<file path="config.mk">
export PLATFORM = sky130hd
export DESIGN_NAME = cdtu_threshold_unit
export DESIGN_NICKNAME = d
export VERILOG_FILES = /design/src/pkg/cdtu_pkg.sv /design/src/logic/cdtu_threshold_unit.sv /design/src/logic/cdtu_sample_filter.sv
export SDC_FILE = /design/constraint.sdc
export NUM_CORES = 1
export LEC_CHECK = 0
export ABC_AREA = 1
export ABC_CLOCK_PERIOD_IN_PS = 3200
export BUFFER_PORTS_ARGS = -buffer_cell sky130_fd_sc_hd__buf_2
export CORE_ASPECT_RATIO = 1.4
export CORE_UTILIZATION = 55
export CTS_BUF_LIST = sky130_fd_sc_hd__clkbuf_8
export DETAILED_ROUTE_END_ITERATION = 8
export GPL_TIMING_DRIVEN = 0
export PLACE_DENSITY_LB_ADDON = 0.25
export SYNTH_ARGS = -nofsm -noshare
export SYNTH_HDL_FRONTEND = slang
export SYNTH_SLANG_ARGS = --single-unit
</file>
<file path="constraint.sdc">
create_clock -name ref_clk -period 3.2 [get_ports ref_clk]
set_input_delay 0.16 -clock ref_clk [delete_from_list [all_inputs] [get_ports ref_clk]]
set_output_delay 0.16 -clock ref_clk [all_outputs]
set_load 0.03 [all_outputs]
</file>
<file path="src/pkg/cdtu_pkg.sv">
// cdtu_pkg: register map, field positions, reset values and timing for the card presence detect threshold unit
// assumes a byte-wide register port and a 25 MHz system clock
package cdtu_pkg;
	// register offsets (byte addresses on the plain port)
	localparam logic [7:0] OPTIONS_ADDR   = 8'h3A;
	localparam logic [7:0] Q_LOWER_ADDR   = 8'h3F;
	localparam logic [7:0] Q_UPPER_ADDR   = 8'h40;
	localparam logic [7:0] I_LOWER_ADDR   = 8'h41;
	localparam logic [7:0] I_RESULT_ADDR  = 8'h42;
	localparam logic [7:0] Q_RESULT_ADDR  = 8'h43;
	// field positions
	localparam int LIMIT_MSB      = 5;
	localparam int MUTE_BIT       = 6;
	localparam int FULL_DRIVE_BIT = 3;
	localparam int FILTER_BIT     = 2;
	localparam int Q_UNSTEADY_BIT = 1;
	localparam int I_UNSTEADY_BIT = 0;
	// reset values
	localparam logic [7:0] BORDER_RESET = 8'h00;
	localparam logic [5:0] RESULT_RESET = 6'h00;
	// timing
	localparam int CLK_FREQ_MHZ      = 25;
	localparam int FILTER_SAMPLE_NS  = 4720;
	// longest filtered sampling time, rounded down to whole cycles
	localparam int FILTER_SAMPLE_CYC = (FILTER_SAMPLE_NS * CLK_FREQ_MHZ) / 1000;
	// measurement sequencer states, one bit changes per step except the return from MEAS_EVAL to MEAS_IDLE
	typedef enum logic [1:0]
	{
		MEAS_IDLE   = 2'b00,
		MEAS_SAMPLE = 2'b01,
		MEAS_EVAL   = 2'b11
	} cdtu_meas_type;
endpackage : cdtu_pkg

</file>
<file path="src/logic/cdtu_threshold_unit.sv">
// cdtu_threshold_unit: window comparison, result registers and options for card presence detection
// assumes a plain register port and measurement samples synchronous to ref_clk
`timescale 1ns/100ps
`default_nettype none
module cdtu_threshold_unit
	import cdtu_pkg::*;
#(
	parameter bit HAS_OPTIONS = 1'b1,
	parameter int WIDTH       = 6
)
(
	// clock and reset
	input  wire logic             ref_clk,
	input  wire logic             rst,
	// register port
	input  wire logic [7:0]       regAddr,
	input  wire logic [7:0]       regWrData,
	input  wire logic             regWrite,
	input  wire logic             regRead,
	output logic      [7:0]       regRdData,
	// measurement from the analog front end
	input  wire logic             measStart,
	input  wire logic             measSampleValid,
	input  wire logic [WIDTH-1:0] measI,
	input  wire logic [WIDTH-1:0] measQ,
	input  wire logic             measDone,
	// detection flag and its clear from the interrupt status logic
	input  wire logic             detectIrqFlagClear,
	output logic                  detectIrqFlag,
	// front end controls
	output logic                  fullDriveSelect,
	output logic                  filterActive
);
	// stored registers
	logic [7:0]       qLowerReg;        // q lower border plus upper I bits 5,4
	logic [7:0]       qUpperReg;        // q upper border plus upper I bits 3,2
	logic [7:0]       iLowerReg;        // i lower border plus upper I bits 1,0
	logic [WIDTH-1:0] iResultReg;       // last I measurement value
	logic [WIDTH-1:0] qResultReg;       // last Q measurement value
	logic             muteReg;          // detection irq mute
	logic             fullDriveReg;     // full drive select
	logic             filterReg;        // noise filter enable
	logic             qUnsteadyReg;     // Q instability flag
	logic             iUnsteadyReg;     // I instability flag
	logic             irqFlagReg;       // card detection flag
	logic [7:0]       rdDataReg;        // read data, one cycle after strobe
	cdtu_meas_type    measStateReg;     // sequencer state
	cdtu_meas_type    measStateNext;

	// filter outputs
	wire [WIDTH-1:0] iFiltered;
	wire [WIDTH-1:0] qFiltered;
	wire             iUnsteady;
	wire             qUnsteady;

	// assembled upper I limit, msb first
	wire [WIDTH-1:0] iUpperLimit = {qLowerReg[7:6], qUpperReg[7:6], iLowerReg[7:6]};
	wire [WIDTH-1:0] qUpperLimit = qUpperReg[LIMIT_MSB:0];
	wire [WIDTH-1:0] iLowerLimit = iLowerReg[LIMIT_MSB:0];
	wire [WIDTH-1:0] qLowerLimit = qLowerReg[LIMIT_MSB:0];

	// decision values: filtered only when the filter is on and options exist
	wire             filterOn  = HAS_OPTIONS && filterReg;
	wire [WIDTH-1:0] iDecision = filterOn ? iFiltered : measI;
	wire [WIDTH-1:0] qDecision = filterOn ? qFiltered : measQ;

	// window comparisons
	wire iAbove    = iDecision > iUpperLimit;
	wire qAbove    = qDecision > qUpperLimit;
	wire iBelow    = iDecision < iLowerLimit;
	wire qBelow    = qDecision < qLowerLimit;
	wire outOfWin  = iAbove || qAbove || iBelow || qBelow;

	// sequencer timing
	wire evalNow   = (measStateReg == MEAS_SAMPLE) && measDone;
	wire raiseIrq  = evalNow && outOfWin && !muteReg;

	// register decode
	wire optSel    = HAS_OPTIONS && (regAddr == OPTIONS_ADDR);
	wire wrQLower  = regWrite && (regAddr == Q_LOWER_ADDR);
	wire wrQUpper  = regWrite && (regAddr == Q_UPPER_ADDR);
	wire wrILower  = regWrite && (regAddr == I_LOWER_ADDR);
	wire wrQResult = regWrite && (regAddr == Q_RESULT_ADDR);
	wire wrOptions = regWrite && optSel;

	// read mux; unmapped and reserved read as zero
	logic [7:0] rdMux;
	always_comb
	begin
		rdMux = 8'h00;
		case (regAddr)
			OPTIONS_ADDR  : rdMux = optSel ? {4'h0, fullDriveReg, filterReg, qUnsteadyReg, iUnsteadyReg} : 8'h00;
			Q_LOWER_ADDR  : rdMux = qLowerReg;
			Q_UPPER_ADDR  : rdMux = qUpperReg;
			I_LOWER_ADDR  : rdMux = iLowerReg;
			I_RESULT_ADDR : rdMux = {2'b00, iResultReg};
			Q_RESULT_ADDR : rdMux = {1'b0, muteReg, qResultReg};
			default       : rdMux = 8'h00;
		endcase
	end

	// sequencer next state
	always_comb
	begin
		measStateNext = measStateReg;
		case (measStateReg)
			MEAS_IDLE   : if (measStart) measStateNext = MEAS_SAMPLE;
			MEAS_SAMPLE : if (measDone) measStateNext = MEAS_EVAL;
			MEAS_EVAL   : measStateNext = MEAS_IDLE;
			default     : measStateNext = MEAS_IDLE;
		endcase
	end

	// per-channel filters share one window
	cdtu_sample_filter #(.WIDTH(WIDTH)) iFilter
	(
		.ref_clk       (ref_clk),
		.rst           (rst),
		.windowStart   (measStart),
		.sampleValid   (measSampleValid),
		.sampleValue   (measI),
		.filteredValue (iFiltered),
		.unsteady      (iUnsteady)
	);
	cdtu_sample_filter #(.WIDTH(WIDTH)) qFilter
	(
		.ref_clk       (ref_clk),
		.rst           (rst),
		.windowStart   (measStart),
		.sampleValid   (measSampleValid),
		.sampleValue   (measQ),
		.filteredValue (qFiltered),
		.unsteady      (qUnsteady)
	);

	// software registers
	always_ff @(posedge ref_clk or posedge rst)
	begin
		if (rst)
		begin
			qLowerReg    <= BORDER_RESET;
			qUpperReg    <= BORDER_RESET;
			iLowerReg    <= BORDER_RESET;
			fullDriveReg <= 1'b0;
			filterReg    <= 1'b0;
			rdDataReg    <= 8'h00;
		end
		else
		begin
			if (wrQLower) qLowerReg <= regWrData;
			if (wrQUpper) qUpperReg <= regWrData;
			if (wrILower) iLowerReg <= regWrData;
			if (wrOptions)
			begin
				fullDriveReg <= regWrData[FULL_DRIVE_BIT];
				filterReg    <= regWrData[FILTER_BIT];
			end
			rdDataReg <= regRead ? rdMux : 8'h00;
		end
	end

	// mute: software sets it, a new detection procedure releases it
	always_ff @(posedge ref_clk or posedge rst)
	begin
		if (rst)
			muteReg <= 1'b0;
		else if (measStart && measStateReg == MEAS_IDLE)
			muteReg <= 1'b0;
		else if (wrQResult)
			muteReg <= regWrData[MUTE_BIT];
	end

	// results and flags update together at measurement end
	always_ff @(posedge ref_clk or posedge rst)
	begin
		if (rst)
		begin
			iResultReg   <= RESULT_RESET;
			qResultReg   <= RESULT_RESET;
			qUnsteadyReg <= 1'b0;
			iUnsteadyReg <= 1'b0;
			measStateReg <= MEAS_IDLE;
		end
		else
		begin
			measStateReg <= measStateNext;
			if (evalNow)
			begin
				iResultReg   <= iDecision;
				qResultReg   <= qDecision;
				qUnsteadyReg <= filterOn && qUnsteady;
				iUnsteadyReg <= filterOn && iUnsteady;
			end
		end
	end

	// detection flag: a new event wins over a clear in the same cycle
	always_ff @(posedge ref_clk or posedge rst)
	begin
		if (rst)
			irqFlagReg <= 1'b0;
		else if (raiseIrq)
			irqFlagReg <= 1'b1;
		else if (detectIrqFlagClear || (wrQResult && regWrData[MUTE_BIT]))
			irqFlagReg <= 1'b0;
	end

	assign regRdData       = rdDataReg;
	assign detectIrqFlag   = irqFlagReg;
	assign fullDriveSelect = fullDriveReg;
	assign filterActive    = filterReg;

	// checks; the assembly checks follow a write into the limit, not the wiring itself
	chk_upper_assembly: assert property (@(posedge ref_clk) disable iff (rst)
		wrQUpper |=> iUpperLimit[3:2] == $past(regWrData[7:6]))
		else $error("upper I limit middle bits wrong");
	chk_upper_low_bits: assert property (@(posedge ref_clk) disable iff (rst)
		wrILower |=> iUpperLimit[1:0] == $past(regWrData[7:6]))
		else $error("upper I limit low bits wrong");
	chk_upper_top_bits: assert property (@(posedge ref_clk) disable iff (rst)
		wrQLower |=> iUpperLimit[5:4] == $past(regWrData[7:6]))
		else $error("upper I limit top bits wrong");
	chk_irq_on_high_i: assert property (@(posedge ref_clk) disable iff (rst)
		evalNow && iAbove && !muteReg |=> detectIrqFlag)
		else $error("I above limit did not raise flag");
	chk_irq_on_high_q: assert property (@(posedge ref_clk) disable iff (rst)
		evalNow && qAbove && !muteReg |=> detectIrqFlag)
		else $error("Q above limit did not raise flag");
	chk_irq_on_low_i: assert property (@(posedge ref_clk) disable iff (rst)
		evalNow && iBelow && !muteReg |=> detectIrqFlag)
		else $error("I below limit did not raise flag");
	chk_irq_on_low_q: assert property (@(posedge ref_clk) disable iff (rst)
		evalNow && qBelow && !muteReg |=> detectIrqFlag)
		else $error("Q below limit did not raise flag");
	chk_flag_has_cause: assert property (@(posedge ref_clk) disable iff (rst)
		$rose(detectIrqFlag) |-> $past(evalNow) && $past(outOfWin))
		else $error("flag set without out-of-window evaluation");
	chk_mute_blocks_irq: assert property (@(posedge ref_clk) disable iff (rst)
		muteReg && !detectIrqFlag && !measStart |=> !detectIrqFlag)
		else $error("flag set while muted");
	chk_result_read: assert property (@(posedge ref_clk) disable iff (rst)
		regRead && regAddr == I_RESULT_ADDR |=> regRdData == {2'b00, $past(iResultReg)})
		else $error("I result readback wrong");
	chk_qresult_read: assert property (@(posedge ref_clk) disable iff (rst)
		regRead && regAddr == Q_RESULT_ADDR |=> regRdData[7] == 1'b0)
		else $error("Q result reserved bit set");
	chk_drive_write: assert property (@(posedge ref_clk) disable iff (rst)
		wrOptions |=> fullDriveSelect == $past(regWrData[FULL_DRIVE_BIT]))
		else $error("full drive select not updated");
	chk_unsteady_filter: assert property (@(posedge ref_clk) disable iff (rst)
		evalNow && !filterOn |=> !qUnsteadyReg && !iUnsteadyReg)
		else $error("instability flag without filter");
	chk_no_options: assert property (@(posedge ref_clk) disable iff (rst)
		!HAS_OPTIONS && regRead && regAddr == OPTIONS_ADDR |=> regRdData == 8'h00)
		else $error("options visible in older variant");
	chk_result_hold: assert property (@(posedge ref_clk) disable iff (rst)
		!evalNow |=> $stable(iResultReg) && $stable(qResultReg))
		else $error("result changed outside evaluation");
endmodule : cdtu_threshold_unit
`default_nettype wire

</file>
<file path="src/logic/cdtu_sample_filter.sv">
// cdtu_sample_filter: tracks one converter channel across a measuring window
// assumes start and sample strobes come from the measurement sequencer
`timescale 1ns/100ps
`default_nettype none
module cdtu_sample_filter
	import cdtu_pkg::*;
#(
	parameter int WIDTH = 6
)
(
	// clock and reset
	input  wire logic             ref_clk,
	input  wire logic             rst,
	// control
	input  wire logic             windowStart,
	input  wire logic             sampleValid,
	input  wire logic [WIDTH-1:0] sampleValue,
	// results
	output logic      [WIDTH-1:0] filteredValue,
	output logic                  unsteady
);
	logic [WIDTH-1:0] firstReg;     // first sample of the window
	logic [WIDTH+1:0] sumReg;       // running sum of two latest samples
	logic [WIDTH-1:0] lastReg;      // most recent sample
	logic             haveReg;      // a sample was taken in this window
	logic             unsteadyReg;  // any sample differed from the first
	wire  [WIDTH:0]   pairSum = {1'b0, lastReg} + {1'b0, sampleValue};

	// average of the two latest samples smooths single-sample spikes
	always_ff @(posedge ref_clk or posedge rst)
	begin
		if (rst)
		begin
			firstReg    <= '0;
			sumReg      <= '0;
			lastReg     <= '0;
			haveReg     <= 1'b0;
			unsteadyReg <= 1'b0;
		end
		else if (windowStart)
		begin
			haveReg     <= 1'b0;
			unsteadyReg <= 1'b0;
		end
		else if (sampleValid)
		begin
			lastReg <= sampleValue;
			haveReg <= 1'b1;
			// first sample seeds both halves of the average
			if (!haveReg)
			begin
				firstReg <= sampleValue;
				sumReg   <= {1'b0, sampleValue, 1'b0};
			end
			else
			begin
				sumReg <= {1'b0, pairSum};
				if (sampleValue != firstReg)
					unsteadyReg <= 1'b1;
			end
		end
	end

	assign filteredValue = sumReg[WIDTH:1];
	assign unsteady      = unsteadyReg;
endmodule : cdtu_sample_filter
`default_nettype wire

</file>
Word level (Yosys, flattened, before mapping)
Cells that the tools add are included.
- flip-flop bits (word level): 93
- input bits: 36
- output and inout bits: 11
- word-level logic and storage cells: 93
- $add $sub $neg: 2
- order comparisons: 4
- equal/unequal tests: 11
- multiplexer cells: 23
- bitwise gates (word level): 2
- reductions and logical operators: 29
- operator list (kind ; number):
    8-bit case mux with 6 select lines ; 1
    8-bit by 7-bit == test with 1-bit output (second input constant) ; 4
    8-bit by 6-bit == test with 1-bit output (second input constant) ; 2
    6-bit by 6-bit adder with 7-bit output ; 2
    1-bit 2-to-1 mux ; 14
    7-bit 2-to-1 mux ; 2
    6-bit > comparator ; 2
    1-bit logical AND ; 12
    6-bit less-than comparator ; 2
    6-bit 2-to-1 mux ; 2
    6-bit inequality test ; 2
    2-bit nonzero test ; 6
    3-bit AND reduction ; 3
    8-bit 2-to-1 mux ; 1
    1-bit logical OR ; 4
    2-bit 2-to-1 mux ; 2
    2-bit inequality test (second input constant) ; 2
    2-bit case mux with 2 select lines ; 1
    2-bit AND reduction ; 2
    2-bit by 1-bit == test with 1-bit output (second input constant) ; 1
    2-bit zero test ; 1
    1-bit inverter ; 2
    1-bit zero test ; 1

Depth between registers and ports, before layout
Gate-level depths: netlist of the first run.
- depth in word-level cells: 8
- gate-level depth with buffers: 15
- gate-level depth less buffers: 15

By module
Synthesis of the first run repeated with hierarchy kept, for this count alone.
- cell total of the unflattened synthesis: 707
- area total of the unflattened synthesis: 5410.2 µm²
- by module, submodules not included (module ; instances ; cells an instance ; area each (µm²) ; seq. area each (µm²)):
    cdtu_threshold_unit ; 1 ; 407 ; 3118.0 ; 1301.2
    cdtu_sample_filter ; 2 ; 150 ; 1146.1 ; 500.5

Worst setup path after synthesis of the first run
Ideal clock, no wire load.
- path kind: reg2reg
- from: register filterReg (netlist: filterActive)
- to: register irqFlagReg (netlist: detectIrqFlag)
- library setup time: 0.117 ns
- arrival: 1.865 ns
- data required time: 3.083 ns
- setup slack: 1.218 ns
- cell stages (with the launch flop): 15
- path buffers: 1
- period minus slack after synthesis: 1.982 ns
- path through: dfrtp_1 clkbuf_1 nand2_1 o21ai_0 ha_1 nand2_1 nor2_1 nand2_1 nand3_1 nand2_1 nand2_1 inv_1 nand3_1 nand2_1 nand2_1
- word-level cells in the longest chain between the ends: 8
- elaborated cells between the ends (all ways): 13
- classes of those cells: order compare: 4; mux: 3; reduce/logical: 6
- RTL lines (what ; line ; RTL):
    from (decl) ; cdtu_threshold_unit.sv:42 ; logic filterReg;
    from (signal assigned) ; cdtu_threshold_unit.sv:156 ; filterReg <= regWrData[FILTER_BIT];
    6-bit 2-to-1 mux (*) ; cdtu_threshold_unit.sv:65 ; wire [WIDTH-1:0] qDecision = filterOn ? qFiltered : measQ;
    via qDecision[5] ; cdtu_threshold_unit.sv:65 ;
    6-bit > comparator ; cdtu_threshold_unit.sv:69 ; wire qAbove = qDecision > qUpperLimit;
    1-bit logical OR (2 in a row) ; cdtu_threshold_unit.sv:72 ; wire outOfWin = iAbove || qAbove || iBelow || qBelow;
    1-bit logical OR (*) ; cdtu_threshold_unit.sv:72 ;
    1-bit logical AND (*) (2 in a row) ; cdtu_threshold_unit.sv:76 ; wire raiseIrq = evalNow && outOfWin && !muteReg;
    1-bit 2-to-1 mux / 2-bit nonzero test (equally long branches) ; - ;
    to (signal assigned) ; cdtu_threshold_unit.sv:201 ; irqFlagReg <= 1'b0;
    to (signal assigned) ; cdtu_threshold_unit.sv:203 ; irqFlagReg <= 1'b1;
    to (signal assigned) ; cdtu_threshold_unit.sv:205 ; irqFlagReg <= 1'b0;
    to (decl) ; cdtu_threshold_unit.sv:45 ; logic irqFlagReg;
The timed path passes the listed nets; every way through them passes the cells marked *.
A chain may end at the register's enable or synchronous reset.

Worst setup path after layout of the first run
- from: register filterReg (netlist: filterActive)
- to: register irqFlagReg (netlist: detectIrqFlag)
- word-level cells in the longest chain between the ends: 8
- elaborated cells between the ends (all ways): 13
- classes of those cells: order compare: 4; mux: 3; reduce/logical: 6
- RTL lines (what ; line ; RTL):
    6-bit 2-to-1 mux (*) ; cdtu_threshold_unit.sv:64 ; wire [WIDTH-1:0] iDecision = filterOn ? iFiltered : measI;
    via iDecision[2] ; cdtu_threshold_unit.sv:64 ;
    6-bit > comparator ; cdtu_threshold_unit.sv:68 ; wire iAbove = iDecision > iUpperLimit;
    1-bit logical OR ; cdtu_threshold_unit.sv:72 ;
    1-bit logical OR (*) (2 in a row) ; cdtu_threshold_unit.sv:72 ;
    1-bit logical AND (*) (2 in a row) ; cdtu_threshold_unit.sv:76 ;
    1-bit 2-to-1 mux / 2-bit nonzero test (equally long branches) ; - ;
Marked as above.

==> results of run 1 <==
==> tightest hold or removal path, cell delays in order <==
cell and delay (ps):
buf_2 90, nand2_1 60, o21ai_2 50
==> layer usage <==
layer  GRT usage, %  share of wire (%)  vias up
li1               -                  -     2315
met1           32.6                 39     2230
met2           52.9                 52      152
met3           4.47                4.1       45
met4           15.3                5.1        0
met5              0                  0        -
==> metrics by stage <==
step / worst slack (ps) / cell area, µm² / total power, µW / TNS (ps)
final: 629 / 5960 / 3020 / 0
after global routing: 520 / 5960 / 3200 / 0
after CTS: 684 / 5960 / 3030 / 0
after detailed placement: 704 / 5720 / 2170 / 0
after global placement: -311 / 5690 / 2120 / -27730
after floorplan: 676 / 5320 / 1930 / 0
==> where the power goes <==
part / switching, µW / internal, µW / leakage (µW) / total, µW
Combinational: 469 / 267 / 0.00194 / 736
Sequential: 106 / 1320 / 0.00114 / 1420
Clock: 404 / 454 / 0.000108 / 858
Total: 978 / 2040 / 0.00319 / 3020
==> final timing paths <==
check,depth (start not counted),start,to
setup / recovery,13,filterActive,detectIrqFlag
hold / removal,3,regWrData[7],qLowerReg[7]
setup reg to reg,13,filterActive,detectIrqFlag
hold reg to reg,1,measStateReg[1],measStateReg[0]
max in group asynchronous,4,rst,qFilter.sumReg[6]
min in group asynchronous,3,rst,iLowerReg[3]
==> cells by family (layout without fill, tap and decap cells) <==
family / count (synthesis) / in the layout / synth area share (%)
buf+inv: 122 / 186 / 9.10
flops: 91 / 91 / 42.8
fa+ha+maj: 34 / 34 / 8.27
compound gates: 104 / 104 / 11.2
xor+xnor: 7 / 7 / 1.15
simple gates: 331 / 331 / 27.5
==> synthesized netlist by cell type (all sizes together) <==
cell type	n
nand2	212
inv	108
dfrtp	91
o21ai	65
nor2	56
nand3	35
ha	32
a21oi	17
o22ai	17
nor3	10
nand4	9
clkbuf	8
buf	6
xor2	5
nor4	4
and2	2
fa	2
o21bai	2
or2	2
xnor2	2
a211oi	1
nand3b	1
o21a	1
o311ai	1
==> flip-flops by register name, summed over array words and instances (netlist names), 2 cells and up <==
name	count
qFilter.lastReg	6
measStateReg	2
qLowerReg	8
iResultReg	6
qFilter.sumReg	6
iFilter.firstReg	6
regRdData	8
qResultReg	6
qFilter.firstReg	6
qUpperReg	8
iFilter.sumReg	6
iLowerReg	8
iFilter.lastReg	6
==> area by class of cell <==
cell class | instances | area share [%]
sequential | 91 | 38.2
multi-input combinational | 476 | 43.0
timing repair buffer | 49 | 4.66
inverter | 108 | 6.85
tap | 110 | 2.31
clock buffer | 10 | 2.31
clock inverter | 5 | 1.30
buffer | 14 | 1.32
==> key figures, run 1 <==
Logic synthesis
  – Largest area contributor in the netlist: dfrtp_1
  – Cells after synthesis: 689
  – Avg Inst Size Synth: 7.73 µm²
  – Post-synth top area share: roughly 43%
  – #FFs+latches synth: 91
  – Post-Syn Area: 0.00532 mm²
  – Sequential area share after synthesis: between 40% and 50%
  – Netlist cell types: 39
  – Ys Warns: 0
  – Top cells by area, synth: dfrtp_1 (43%), nand2_1 (15%), ha_1 (7.5%), inv_1 (7.3%), o21ai_0 (4.3%)
  – Syn_nets: 759

Place
  – Cells after DPL: 846
  – Port buffer count: 46
  – Routability cong.: approximately 0.9
  – HPWL after DPL: approximately 11000 µm

Timing
  – RSZ-0062 raised after global routing: false
  – Fin Hold WS: 20.9 ps
  – Worst slew margin: a little under half
  – Worst Clk Skew: between 6 and 7 ps
  – Hold Violations, Final: 0
  – Fmax: around 390 MHz
  – Slew @ Worst Pin: 796 ps
  – Final Slew Violations: 0
  – Setup Viol. Count Final: 0
  – Fin crit share: between 80% and 90%
  – Post-layout min period: 2570 ps

Power and ir drop
  – Power Density: 507 mW/mm²
  – Peak supply drop: around 0.00032 V
  – P_leak: 0.00319 µW

Clock network
  – Post-cts sizing count: 0
  – Worst-skew pair later-pin latency: 370 ps
  – CTS Buffer Depth: 2
  – Clk sinks: 91
  – Post-CTS Hold Fix Bufs: 2
  – Worst-path clk slew: 90 ps
  – Setup bufs post-CTS: 0
  – Total CTS buffers: 9
  – CTS tree: built
  – H-Tree Depth: 3
  – Root buffer cell: clkbuf_8

Setup path
  – WS Path Type: reg2reg
  – CP peak stage delay: 690 ps
  – Crit path max-delay cell type: o21ai_0
  – Worst EP arrival: 2840 ps
  – Crit path max-delay family: compound AO/OA/AOI/OAI gates
  – CP Max Fanout: 10
  – CP bufs+invs: 2
  – Worst path required time: 3470 ps
  – Most frequent CP cell: nand2_1
  – Crit path cell chain: clkbuf_1 -> o21ai_0 -> ha_1 -> nand2_1 -> nor2_1 -> nand2_1 -> nand3_1 -> nand2_1 -> nand2_1 -> inv_1 -> nand3_1 -> nand2_1 -> nand2_1
  – Reg2reg setup slack: 630 ps
  – Worst Setup End Kind: flop
  – Critical path launch point type: flop

Route
  – DR pass1 iterations: 7
  – Iteration-0 DRC Markers: 330
  – Via count: 4742
  – Post-DR wirelength/cell: 15.8 µm
  – Detailed-route wire length: 13600 µm
  – Routed vias/inst: 5.49
  – Residual DRC count: 1
  – Routed Antenna Nets: 0

Run status
  – Outcome: complete, but fails checks
  – Failing checks: DRC

Cells and area
  – Commonest non-fill, non-tap cell in the layout: nand2_1
  – Final Core Density: a little over three fifths
  – Fillcell total: 857
  – Most frequent cells in the layout: nand2_1 (209), inv_1 (102), dfrtp_1 (91)
  – Reg area: around 0.0023 mm²
  – Area of the multi-input gates: 0.00256 mm²
  – Share of cells above drive strength 1: 13.7%
  – Area delta synth->final: 11.9%
  – Final #Nets: 819
  – Finished Layout Cells: 863
  – ANT cells: 0

Global route
  – Initial antenna violation count: 0
  – First-pass GRT wire length: around 23000 µm
  – GR Overflow Total: 0
  – Vias in the first global route: 4720
  – Largest net degree at the start of global routing: 65
  – Gr usage total: a little under 30%

Worst hold path
  – HP Class: in2reg

Floorplanning
  – Core area: ~0.0094 mm²
  – Die area: 0.0101 mm²
  – Die height: 118 µm
  – Die W: 85.1 µm
  – Std-Cell Rows: 42
  – Initial Util: 56.6%
  – Io pins: 47

Job
  – Max Cap Viol: 0
No activity file was read; power rests on OpenSTA's default activity.
==> run 2, diff against run 1 <==
--- a/config.mk
+++ b/config.mk
@@ -5,8 +5,8 @@
 export SDC_FILE = /design/constraint.sdc
 export NUM_CORES = 1
 export LEC_CHECK = 0
-export ABC_AREA = 1
-export ABC_CLOCK_PERIOD_IN_PS = 3200
+export ABC_AREA = 0
+export ABC_CLOCK_PERIOD_IN_PS = 2250
 export BUFFER_PORTS_ARGS = -buffer_cell sky130_fd_sc_hd__buf_2
 export CORE_ASPECT_RATIO = 1.4
 export CORE_UTILIZATION = 55
==> constraint.sdc (replaced) <==
create_clock -name ref_clk -period 2.25 [get_ports ref_clk]
set_input_delay 0.1125 -clock ref_clk [delete_from_list [all_inputs] [get_ports ref_clk]]
set_output_delay 0.1125 -clock ref_clk [all_outputs]
set_load 0.03 [all_outputs]
==> run 2 against run 1 <==
The flow finishes with violations (setup timing). First-iteration DRC count is 45% lower. Power is 31% higher. Maximum frequency is 13% higher. Synthesized cell count is 31% lower. Area after synthesis is 6.2% lower. Clock-buffer cell count is 1 lower. Combinational power is 29% higher. Clock power is 19% higher. Largest cell class unchanged.
==> key figures, run 2 <==
Floorplanning
  – Io pins: 47 (unchanged)
  – Std-Cell Rows: 40 (was 42)
  – Die W: 82.5 µm (was 85.1 µm)
  – Core area: 0.00871 mm² (was 0.00941 mm²)
  – Die area: 0.00947 mm² (was 0.0101 mm²)
  – Initial Util: 57.3% (was 56.6%)
  – Die height: 115 µm (was 118 µm)

Setup path
  – CP Max Fanout: 8 (was 10)
  – Crit path max-delay cell type: dfrtp_2 (was o21ai_0)
  – Worst EP arrival: 2540 ps (was 2840 ps)
  – Reg2reg setup slack: -30 ps (was 630 ps)
  – Worst path required time: 2510 ps (was 3470 ps)
  – WS Path Type: reg2reg (unchanged)
  – CP peak stage delay: 440 ps (was 690 ps)
  – Critical path launch point type: flop (unchanged)
  – Crit path max-delay family: compound AO/OA/AOI/OAI gates (unchanged)
  – CP bufs+invs: 1 (was 2)
  – Worst Setup End Kind: flop (unchanged)
  – Crit path cell chain: buf_8 -> mux2_4 -> ha_4 -> a21oi_2 -> nand2_1 -> a221oi_2 -> a31oi_1 -> nor3_2 -> o31ai_1 (was clkbuf_1 -> o21ai_0 -> ha_1 -> nand2_1 -> nor2_1 -> nand2_1 -> nand3_1 -> nand2_1 -> nand2_1 -> inv_1 -> nand3_1 -> nand2_1 -> nand2_1)

Route
  – Detailed-route wire length: 11800 µm (was 13600 µm)
  – Post-DR wirelength/cell: 17.8 µm (was 15.8 µm)
  – Routed vias/inst: 5.76 (was 5.49)
  – Residual DRC count: 0 (was 1)
  – Routed Antenna Nets: 0 (unchanged)
  – Iteration-0 DRC Markers: 181 (was 330)
  – DR pass1 iterations: 4 (was 7)
  – Via count: 3814 (was 4742)

Timing
  – Hold Violations, Final: 0 (unchanged)
  – RSZ-0062 raised after global routing: true (was false)
  – Post-layout min period: 2280 ps (was 2570 ps)
  – Final Slew Violations: 0 (unchanged)
  – Setup Viol. Count Final: 1 (was 0)
  – Fin crit share: 101% (was 80.4%)
  – Post-route setup slack: -25.5 ps (was 629 ps)
  – Slew @ Worst Pin: 738 ps (was 796 ps)
  – Worst Clk Skew: 7.75 ps (was 6.71 ps)
  – Fmax: 439 MHz (was 389 MHz)
  – Worst slew margin: 50.8% (was 46.4%)
  – Setup TNS: -25.5 ps (was 0 ps)
  – Fin Hold WS: 25.2 ps (was 20.9 ps)

Logic synthesis
  – Number of flops mapped to enable cells by yosys: 0 (unchanged)
  – Simple-gate share of the synthesized area: 12.3% (was 27.5%)
  – Ys Warns: 0 (unchanged)
  – Mux cell area share after synthesis: 16.4% (was 0%)
  – Avg Inst Size Synth: 10.6 µm² (was 7.73 µm²)
  – Netlist cell types: 45 (was 39)
  – Sequential area share after synthesis: 45.6% (was 42.8%)
  – Post-Syn Area: 0.00499 mm² (was 0.00532 mm²)
  – Largest area contributor in the netlist: dfrtp_1 (unchanged)
  – Main combinational cell family by area after synthesis: multiplexers (was simple AND/OR/NAND/NOR gates)
  – Synth Flop Type: dfrtp_1 (unchanged)
  – Most frequent cell after synthesis: dfrtp_1 (was nand2_1)
  – Synth Area in Adders: 8.82% (was 8.27%)
  – Ys async rst share: 100% (unchanged)
  – Top cells by area, synth: dfrtp_1 (46%), mux2_2 (12%), ha_1 (8.0%), nand2_1 (4.9%), o21ai_0 (3.5%) (was dfrtp_1 (43%), nand2_1 (15%), ha_1 (7.5%), inv_1 (7.3%), o21ai_0 (4.3%))
  – Most frequent cells after synthesis: dfrtp_1 (91), nand2_1 (65), mux2_2 (51), o21ai_0 (35) (was nand2_1 (209), inv_1 (103), dfrtp_1 (91), nor2_1 (51), o21ai_0 (46))
  – Syn_nets: 542 (was 759)
  – Compound-Gate Fraction of Synth Area: 9.85% (was 11.2%)
  – #FFs+latches synth: 91 (unchanged)
  – Post-synth top area share: 45.6% (was 42.8%)
  – Xor-xnor portion of the synthesized cell area: 3.16% (was 1.15%)
  – Cells after synthesis: 472 (was 689)

Cells and area
  – ANT cells: 0 (unchanged)
  – Fin area: 0.00601 mm² (was 0.00596 mm²)
  – Final #Nets: 622 (was 819)
  – Fillcell total: 670 (was 857)
  – Share of cells above drive strength 1: 28.4% (was 13.7%)
  – Area of the multi-input gates: 0.00272 mm² (was 0.00256 mm²)
  – Area delta synth->final: 20.5% (was 11.9%)
  – Most frequent cells in the layout: dfrtp_1 (90), nand2_1 (65), buf_2 (47) (was nand2_1 (209), inv_1 (102), dfrtp_1 (91))
  – Commonest non-fill, non-tap cell in the layout: dfrtp_1 (was nand2_1)
  – Reg area: 0.00228 mm² (about the same)

Place
  – Port buffer count: 45 (was 46)
  – Routability cong.: 0.847 (was 0.918)
  – Placement Cell Area: 0.00540 mm² (was 0.00572 mm²)
  – HPWL after DPL: 8590 µm (was 10700 µm)

Clock network
  – Root buffer cell: clkbuf_8 (unchanged)
  – CTS tree: built (unchanged)
  – CTS Buffer Depth: 2 (unchanged)
  – Total CTS buffers: 9 (unchanged)
  – H-Tree Depth: 3 (unchanged)
  – Clk sinks: 91 (unchanged)
  – Worst-skew pair later-pin latency: 380 ps (was 370 ps)
  – Worst-path clk slew: 90 ps (about the same)

Power and ir drop
  – Power Density: 659 mW/mm² (was 507 mW/mm²)
  – P_leak: 0.00275 µW (was 0.00319 µW)
  – Peak supply drop: 0.000637 V (was 0.000324 V)

Run status
  – Outcome: complete, but fails checks (unchanged)
  – Failing checks: setup timing (was DRC)

Global route
  – Initial antenna violation count: 0 (unchanged)
  – Vias in the first global route: 4135 (was 4720)
  – Largest net degree at the start of global routing: 42 (was 65)
  – Gr usage total: 28.4% (was 29.3%)
  – First-pass GRT wire length: 19800 µm (was 22500 µm)
  – GR Overflow Total: 0 (unchanged)

Worst hold path
  – HP Class: in2reg (unchanged)

Job
  – Max Cap Viol: 0 (unchanged)
-- run 2: cells by family (layout without fill, tap and decap cells) --
group / count (synthesis) / in the layout
AND/OR/NAND/NOR: 131 / 131
flip-flops: 91 / 91
AO/OA/AOI/OAI: 80 / 80
multiplexers: 69 / 69
buffers and inverters: 49 / 134
adder cells (fa/ha/maj): 34 / 34
XOR/XNOR: 18 / 18
-- run 2: what timing repair did --
action,4_1_cts,5_1_grt
setup endpoints to repair,1,1
hold buffers,17,0
cloned,0,0
buffers inserted,5,1
gates resized for setup,23,13
endpoints found under the hold margin,48,0
pin swaps,6,8
-- run 2: metrics by stage --
stage | worst slack (ps) | instances | utilization [%] | power [µW]
3_3_place_gp | -502 | 622 | 61.5 | 2800
4_1_cts | 0.122 | 661 | 67.9 | 3960
6_report | -25.5 | 662 | 69.1 | 3970
5_1_grt | -79.4 | 662 | 69.1 | 4210
2_1_floorplan | -215 | 472 | - | 2610
3_5_place_dp | -529 | 624 | 62.0 | 2870
-- run 2: worst register-to-register path: stages, from the launching register on --
cell and delay (ps):
dfrtp_2 440, buf_8 150, mux2_4 340, ha_4 240, a21oi_2 140, nand2_1 90, a221oi_2 320, a31oi_1 90
nor3_2 250, o31ai_1 100
-- run 2: cell type report --
type / instances / share of cell area (%)
well taps: 105 / 2.18
multi-input cells: 332 / 45.3
inverters: 32 / 2.06
clock buffers: 9 / 2.06
plain buffers: 16 / 1.52
clock inverters: 7 / 0.895
flip-flops and latches: 91 / 37.9
repair buffers: 70 / 8.11
-- run 2: final timing paths --
check / startpoint / endpoint / cells after the start
worst max-delay path: filterActive / detectIrqFlag / 9
worst min-delay path: measI[4] / iFilter.lastReg[4] / 3
worst max register to register: filterActive / detectIrqFlag / 9
worst min register to register: measStateReg[1] / measStateReg[0] / 1
max in group asynchronous: rst / iFilter.lastReg[1] / 5
min in group asynchronous: rst / qUpperReg[2] / 3
-- run 2: report_power, final --
group	internal, µW	total, µW	leakage, µW	switching [µW]
clock network	406	1020	0.0000818	613
registers	1860	2000	0.00114	136
logic	478	947	0.00153	469
-- run 2: layer usage --
metal,wire (µm),GRT usage (%)
met5,0,0
met4,504,15.7
met2,6330,49.9
met3,417,6.83
met1,4510,30.7
==> run 3, diff against run 2 <==
--- a/config.mk
+++ b/config.mk
@@ -13,6 +13,7 @@
 export CTS_BUF_LIST = sky130_fd_sc_hd__clkbuf_8
 export DETAILED_ROUTE_END_ITERATION = 8
 export GPL_TIMING_DRIVEN = 0
+export MAX_ROUTING_LAYER = met4
 export PLACE_DENSITY_LB_ADDON = 0.25
 export SYNTH_ARGS = -nofsm -noshare
 export SYNTH_HDL_FRONTEND = slang
==> run 3 against run 2 <==
The run now ends clean. Worst hold slack lost 6.3 ps. Register-to-register slack improved by 40 ps. Combinational power barely moved. Global-route usage up 0.86 points. Clock power hardly changed. Via count is essentially flat. Die area stayed put. Power rose by 0.36%. Clock skew hardly changed. Non-clock buffer count unchanged. Critical path type unchanged. Critical endpoint unchanged. Highest routed layer unchanged.
==> key figures, run 3 (synthesized netlist as in run 2, its figures left out) <==
Route
  – Via count: 3812 (was 3814)
  – Iteration-0 DRC Markers: 162 (was 181)
  – Routed vias/inst: 5.76 (about the same)
  – DR pass1 iterations: 4 (unchanged)
  – Routed Antenna Nets: 0 (unchanged)
  – Post-DR wirelength/cell: 17.9 µm (was 17.8 µm)
  – Detailed-route wire length: 11900 µm (was 11800 µm)
  – Residual DRC count: 0 (unchanged)

Cells and area
  – Area delta synth->final: 20.5% (unchanged)
  – Final Core Density: 69.1% (unchanged)
  – Finished Layout Cells: 662 (unchanged)
  – Fin area: 0.00601 mm² (unchanged)
  – ANT cells: 0 (unchanged)
  – Share of cells above drive strength 1: 28.4% (unchanged)
  – Most frequent cells in the layout: dfrtp_1 (90), nand2_1 (65), buf_2 (47) (unchanged)
  – Final #Nets: 622 (unchanged)
  – Commonest non-fill, non-tap cell in the layout: dfrtp_1 (unchanged)

Global route
  – Initial antenna violation count: 0 (unchanged)
  – Vias in the first global route: 4144 (was 4135)
  – First-pass GRT wire length: 19700 µm (was 19800 µm)
  – Gr usage total: 29.3% (was 28.4%)
  – Largest net degree at the start of global routing: 42 (unchanged)
  – GR Overflow Total: 0 (unchanged)

Clock network
  – H-Tree Depth: 3 (unchanged)
  – Total CTS buffers: 9 (unchanged)
  – Worst-path clk slew: 90 ps (about the same)
  – Root buffer cell: clkbuf_8 (unchanged)
  – Clk sinks: 91 (unchanged)
  – CTS Buffer Depth: 2 (unchanged)
  – Worst-skew pair later-pin latency: 390 ps (was 380 ps)
  – CTS tree: built (unchanged)

Power and ir drop
  – Power Total: 3980 µW (was 3970 µW)
  – Clk network pwr share: 25.8% (was 25.7%)
  – Flop pwr share: 50.3% (was 50.4%)
  – P_leak: 0.00275 µW (unchanged)
  – Peak supply drop: 0.000643 V (was 0.000637 V)
  – Pint: 2750 µW (about the same)
  – Combinational power share: 23.8% (was 23.9%)
  – Sw Share: 31.0% (was 30.7%)
  – Sw Pwr: 1230 µW (was 1220 µW)
  – Power Density: 662 mW/mm² (was 659 mW/mm²)

Floorplanning
  – Die W: 82.5 µm (unchanged)
  – Die height: 115 µm (unchanged)
  – Core area: 0.00871 mm² (unchanged)
  – Die area: 0.00947 mm² (unchanged)
  – Std-Cell Rows: 40 (unchanged)
  – Io pins: 47 (unchanged)
  – Initial Util: 57.3% (unchanged)

Timing
  – Post-layout min period: 2240 ps (was 2280 ps)
  – Fin Hold WS: 18.8 ps (was 25.2 ps)
  – Hold Violations, Final: 0 (unchanged)
  – Slew @ Worst Pin: 714 ps (was 738 ps)
  – Fin crit share: 99.4% (was 101%)
  – Setup Viol. Count Final: 0 (was 1)
  – Fmax: 447 MHz (was 439 MHz)
  – Worst slew margin: 52.4% (was 50.8%)
  – Worst Clk Skew: 8.12 ps (was 7.75 ps)
  – Final Slew Violations: 0 (unchanged)
  – RSZ-0062 raised after global routing: true (unchanged)

Setup path
  – RR Startpoint: filterActive (unchanged)
  – WS Path Type: reg2reg (unchanged)
  – Critical path launch point type: flop (unchanged)
  – Setup crit end: detectIrqFlag (unchanged)
  – Worst EP arrival: 2510 ps (was 2540 ps)
  – Worst path required time: 2520 ps (was 2510 ps)
  – Worst Setup End Kind: flop (unchanged)
  – RR Endpoint: detectIrqFlag (unchanged)
  – Reg2reg setup slack: 10 ps (was -30 ps)
  – Worst-case reg-to-reg path depth: 9 (unchanged)
  – Critical path origin: filterActive (unchanged)
  – CP Max Fanout: 8 (unchanged)

Job
  – Max Cap Viol: 0 (unchanged)

Place
  – Cells after DPL: 624 (unchanged)
  – HPWL after DPL: 8590 µm (unchanged)
  – Placement Cell Area: 0.00540 mm² (unchanged)
  – Port buffer count: 45 (unchanged)
  – Routability cong.: 0.860 (was 0.847)

Run status
  – Outcome: finished clean (was complete, but fails checks)

Worst hold path
  – HP Class: in2reg (unchanged)
==> run 3: worst min-delay path by stage <==
stage,depth (start not counted),slack (ps),endpoint,startpoint
after global placement,3,350,iLowerReg[7],regWrData[7]
final,3,20,qFilter.lastReg[4],measQ[4]
after CTS,3,9,iFilter.lastReg[4],measI[4]
after detailed placement,2,140,qUpperReg[2],rst
after floorplan,1,180,iFilter.haveReg,measStart
after global routing,3,30,iFilter.lastReg[4],measI[4]
==> run 3: final cells by class <==
class                           instances  area, µm²
Buffer                                 16       91.3
Clock buffer                            9        124
Clock inverter                          7       53.8
Fill cell                             670       2690
Inverter                               32        124
Multi-Input combinational cell        332       2720
Sequential cell                        91       2280
Tap cell                              105        131
Timing Repair Buffer                   70        488
==> run 3: metal layers <==
metal / vias up / GRT usage, % / part of all wire (%)
met2: 94 / 50.1 / 54
met5: - / - / 0
met1: 1870 / 30.5 / 39
met3: 41 / 6.83 / 3.3
li1: 1807 / - / -
met4: 0 / 15.9 / 3.9
==> run 3: power by group through the flow <==
stage                     Combinational (µW)  Sequential, µW  Clock [µW]
after floorplan                          606            2000           0
after detailed placement                 836            2030           0
after CTS                                912            2000        1050
after global placement                   793            2010           0
after global routing                    1060            2030        1120
final                                    949            2000        1030
==> run 3: critical path: stages, from the launching register on <==
cell and delay, ps:
dfrtp_2 440, buf_8 150, mux2_4 340, ha_4 240, a21oi_2 140, nand2_1 90, a221oi_2 290, a31oi_1 80
nor3_2 250, o31ai_1 100
==> run 3: per-stage QoR <==
stage          worst slack, ps  TNS (ps)
2_1_floorplan             -215      -215
3_3_place_gp              -502      -502
3_5_place_dp              -529      -529
4_1_cts                  0.122         0
5_1_grt                  -80.6     -80.6
6_report                  12.9         0
==> run 3: what timing repair did <==
item / 4_1_cts / 5_1_grt
hold buffers: 17 / 0
setup endpoints to repair: 1 / 1
pin swaps: 6 / 8
endpoints found under the hold margin: 48 / 0
resized for setup: 23 / 13
buffers inserted: 5 / 1
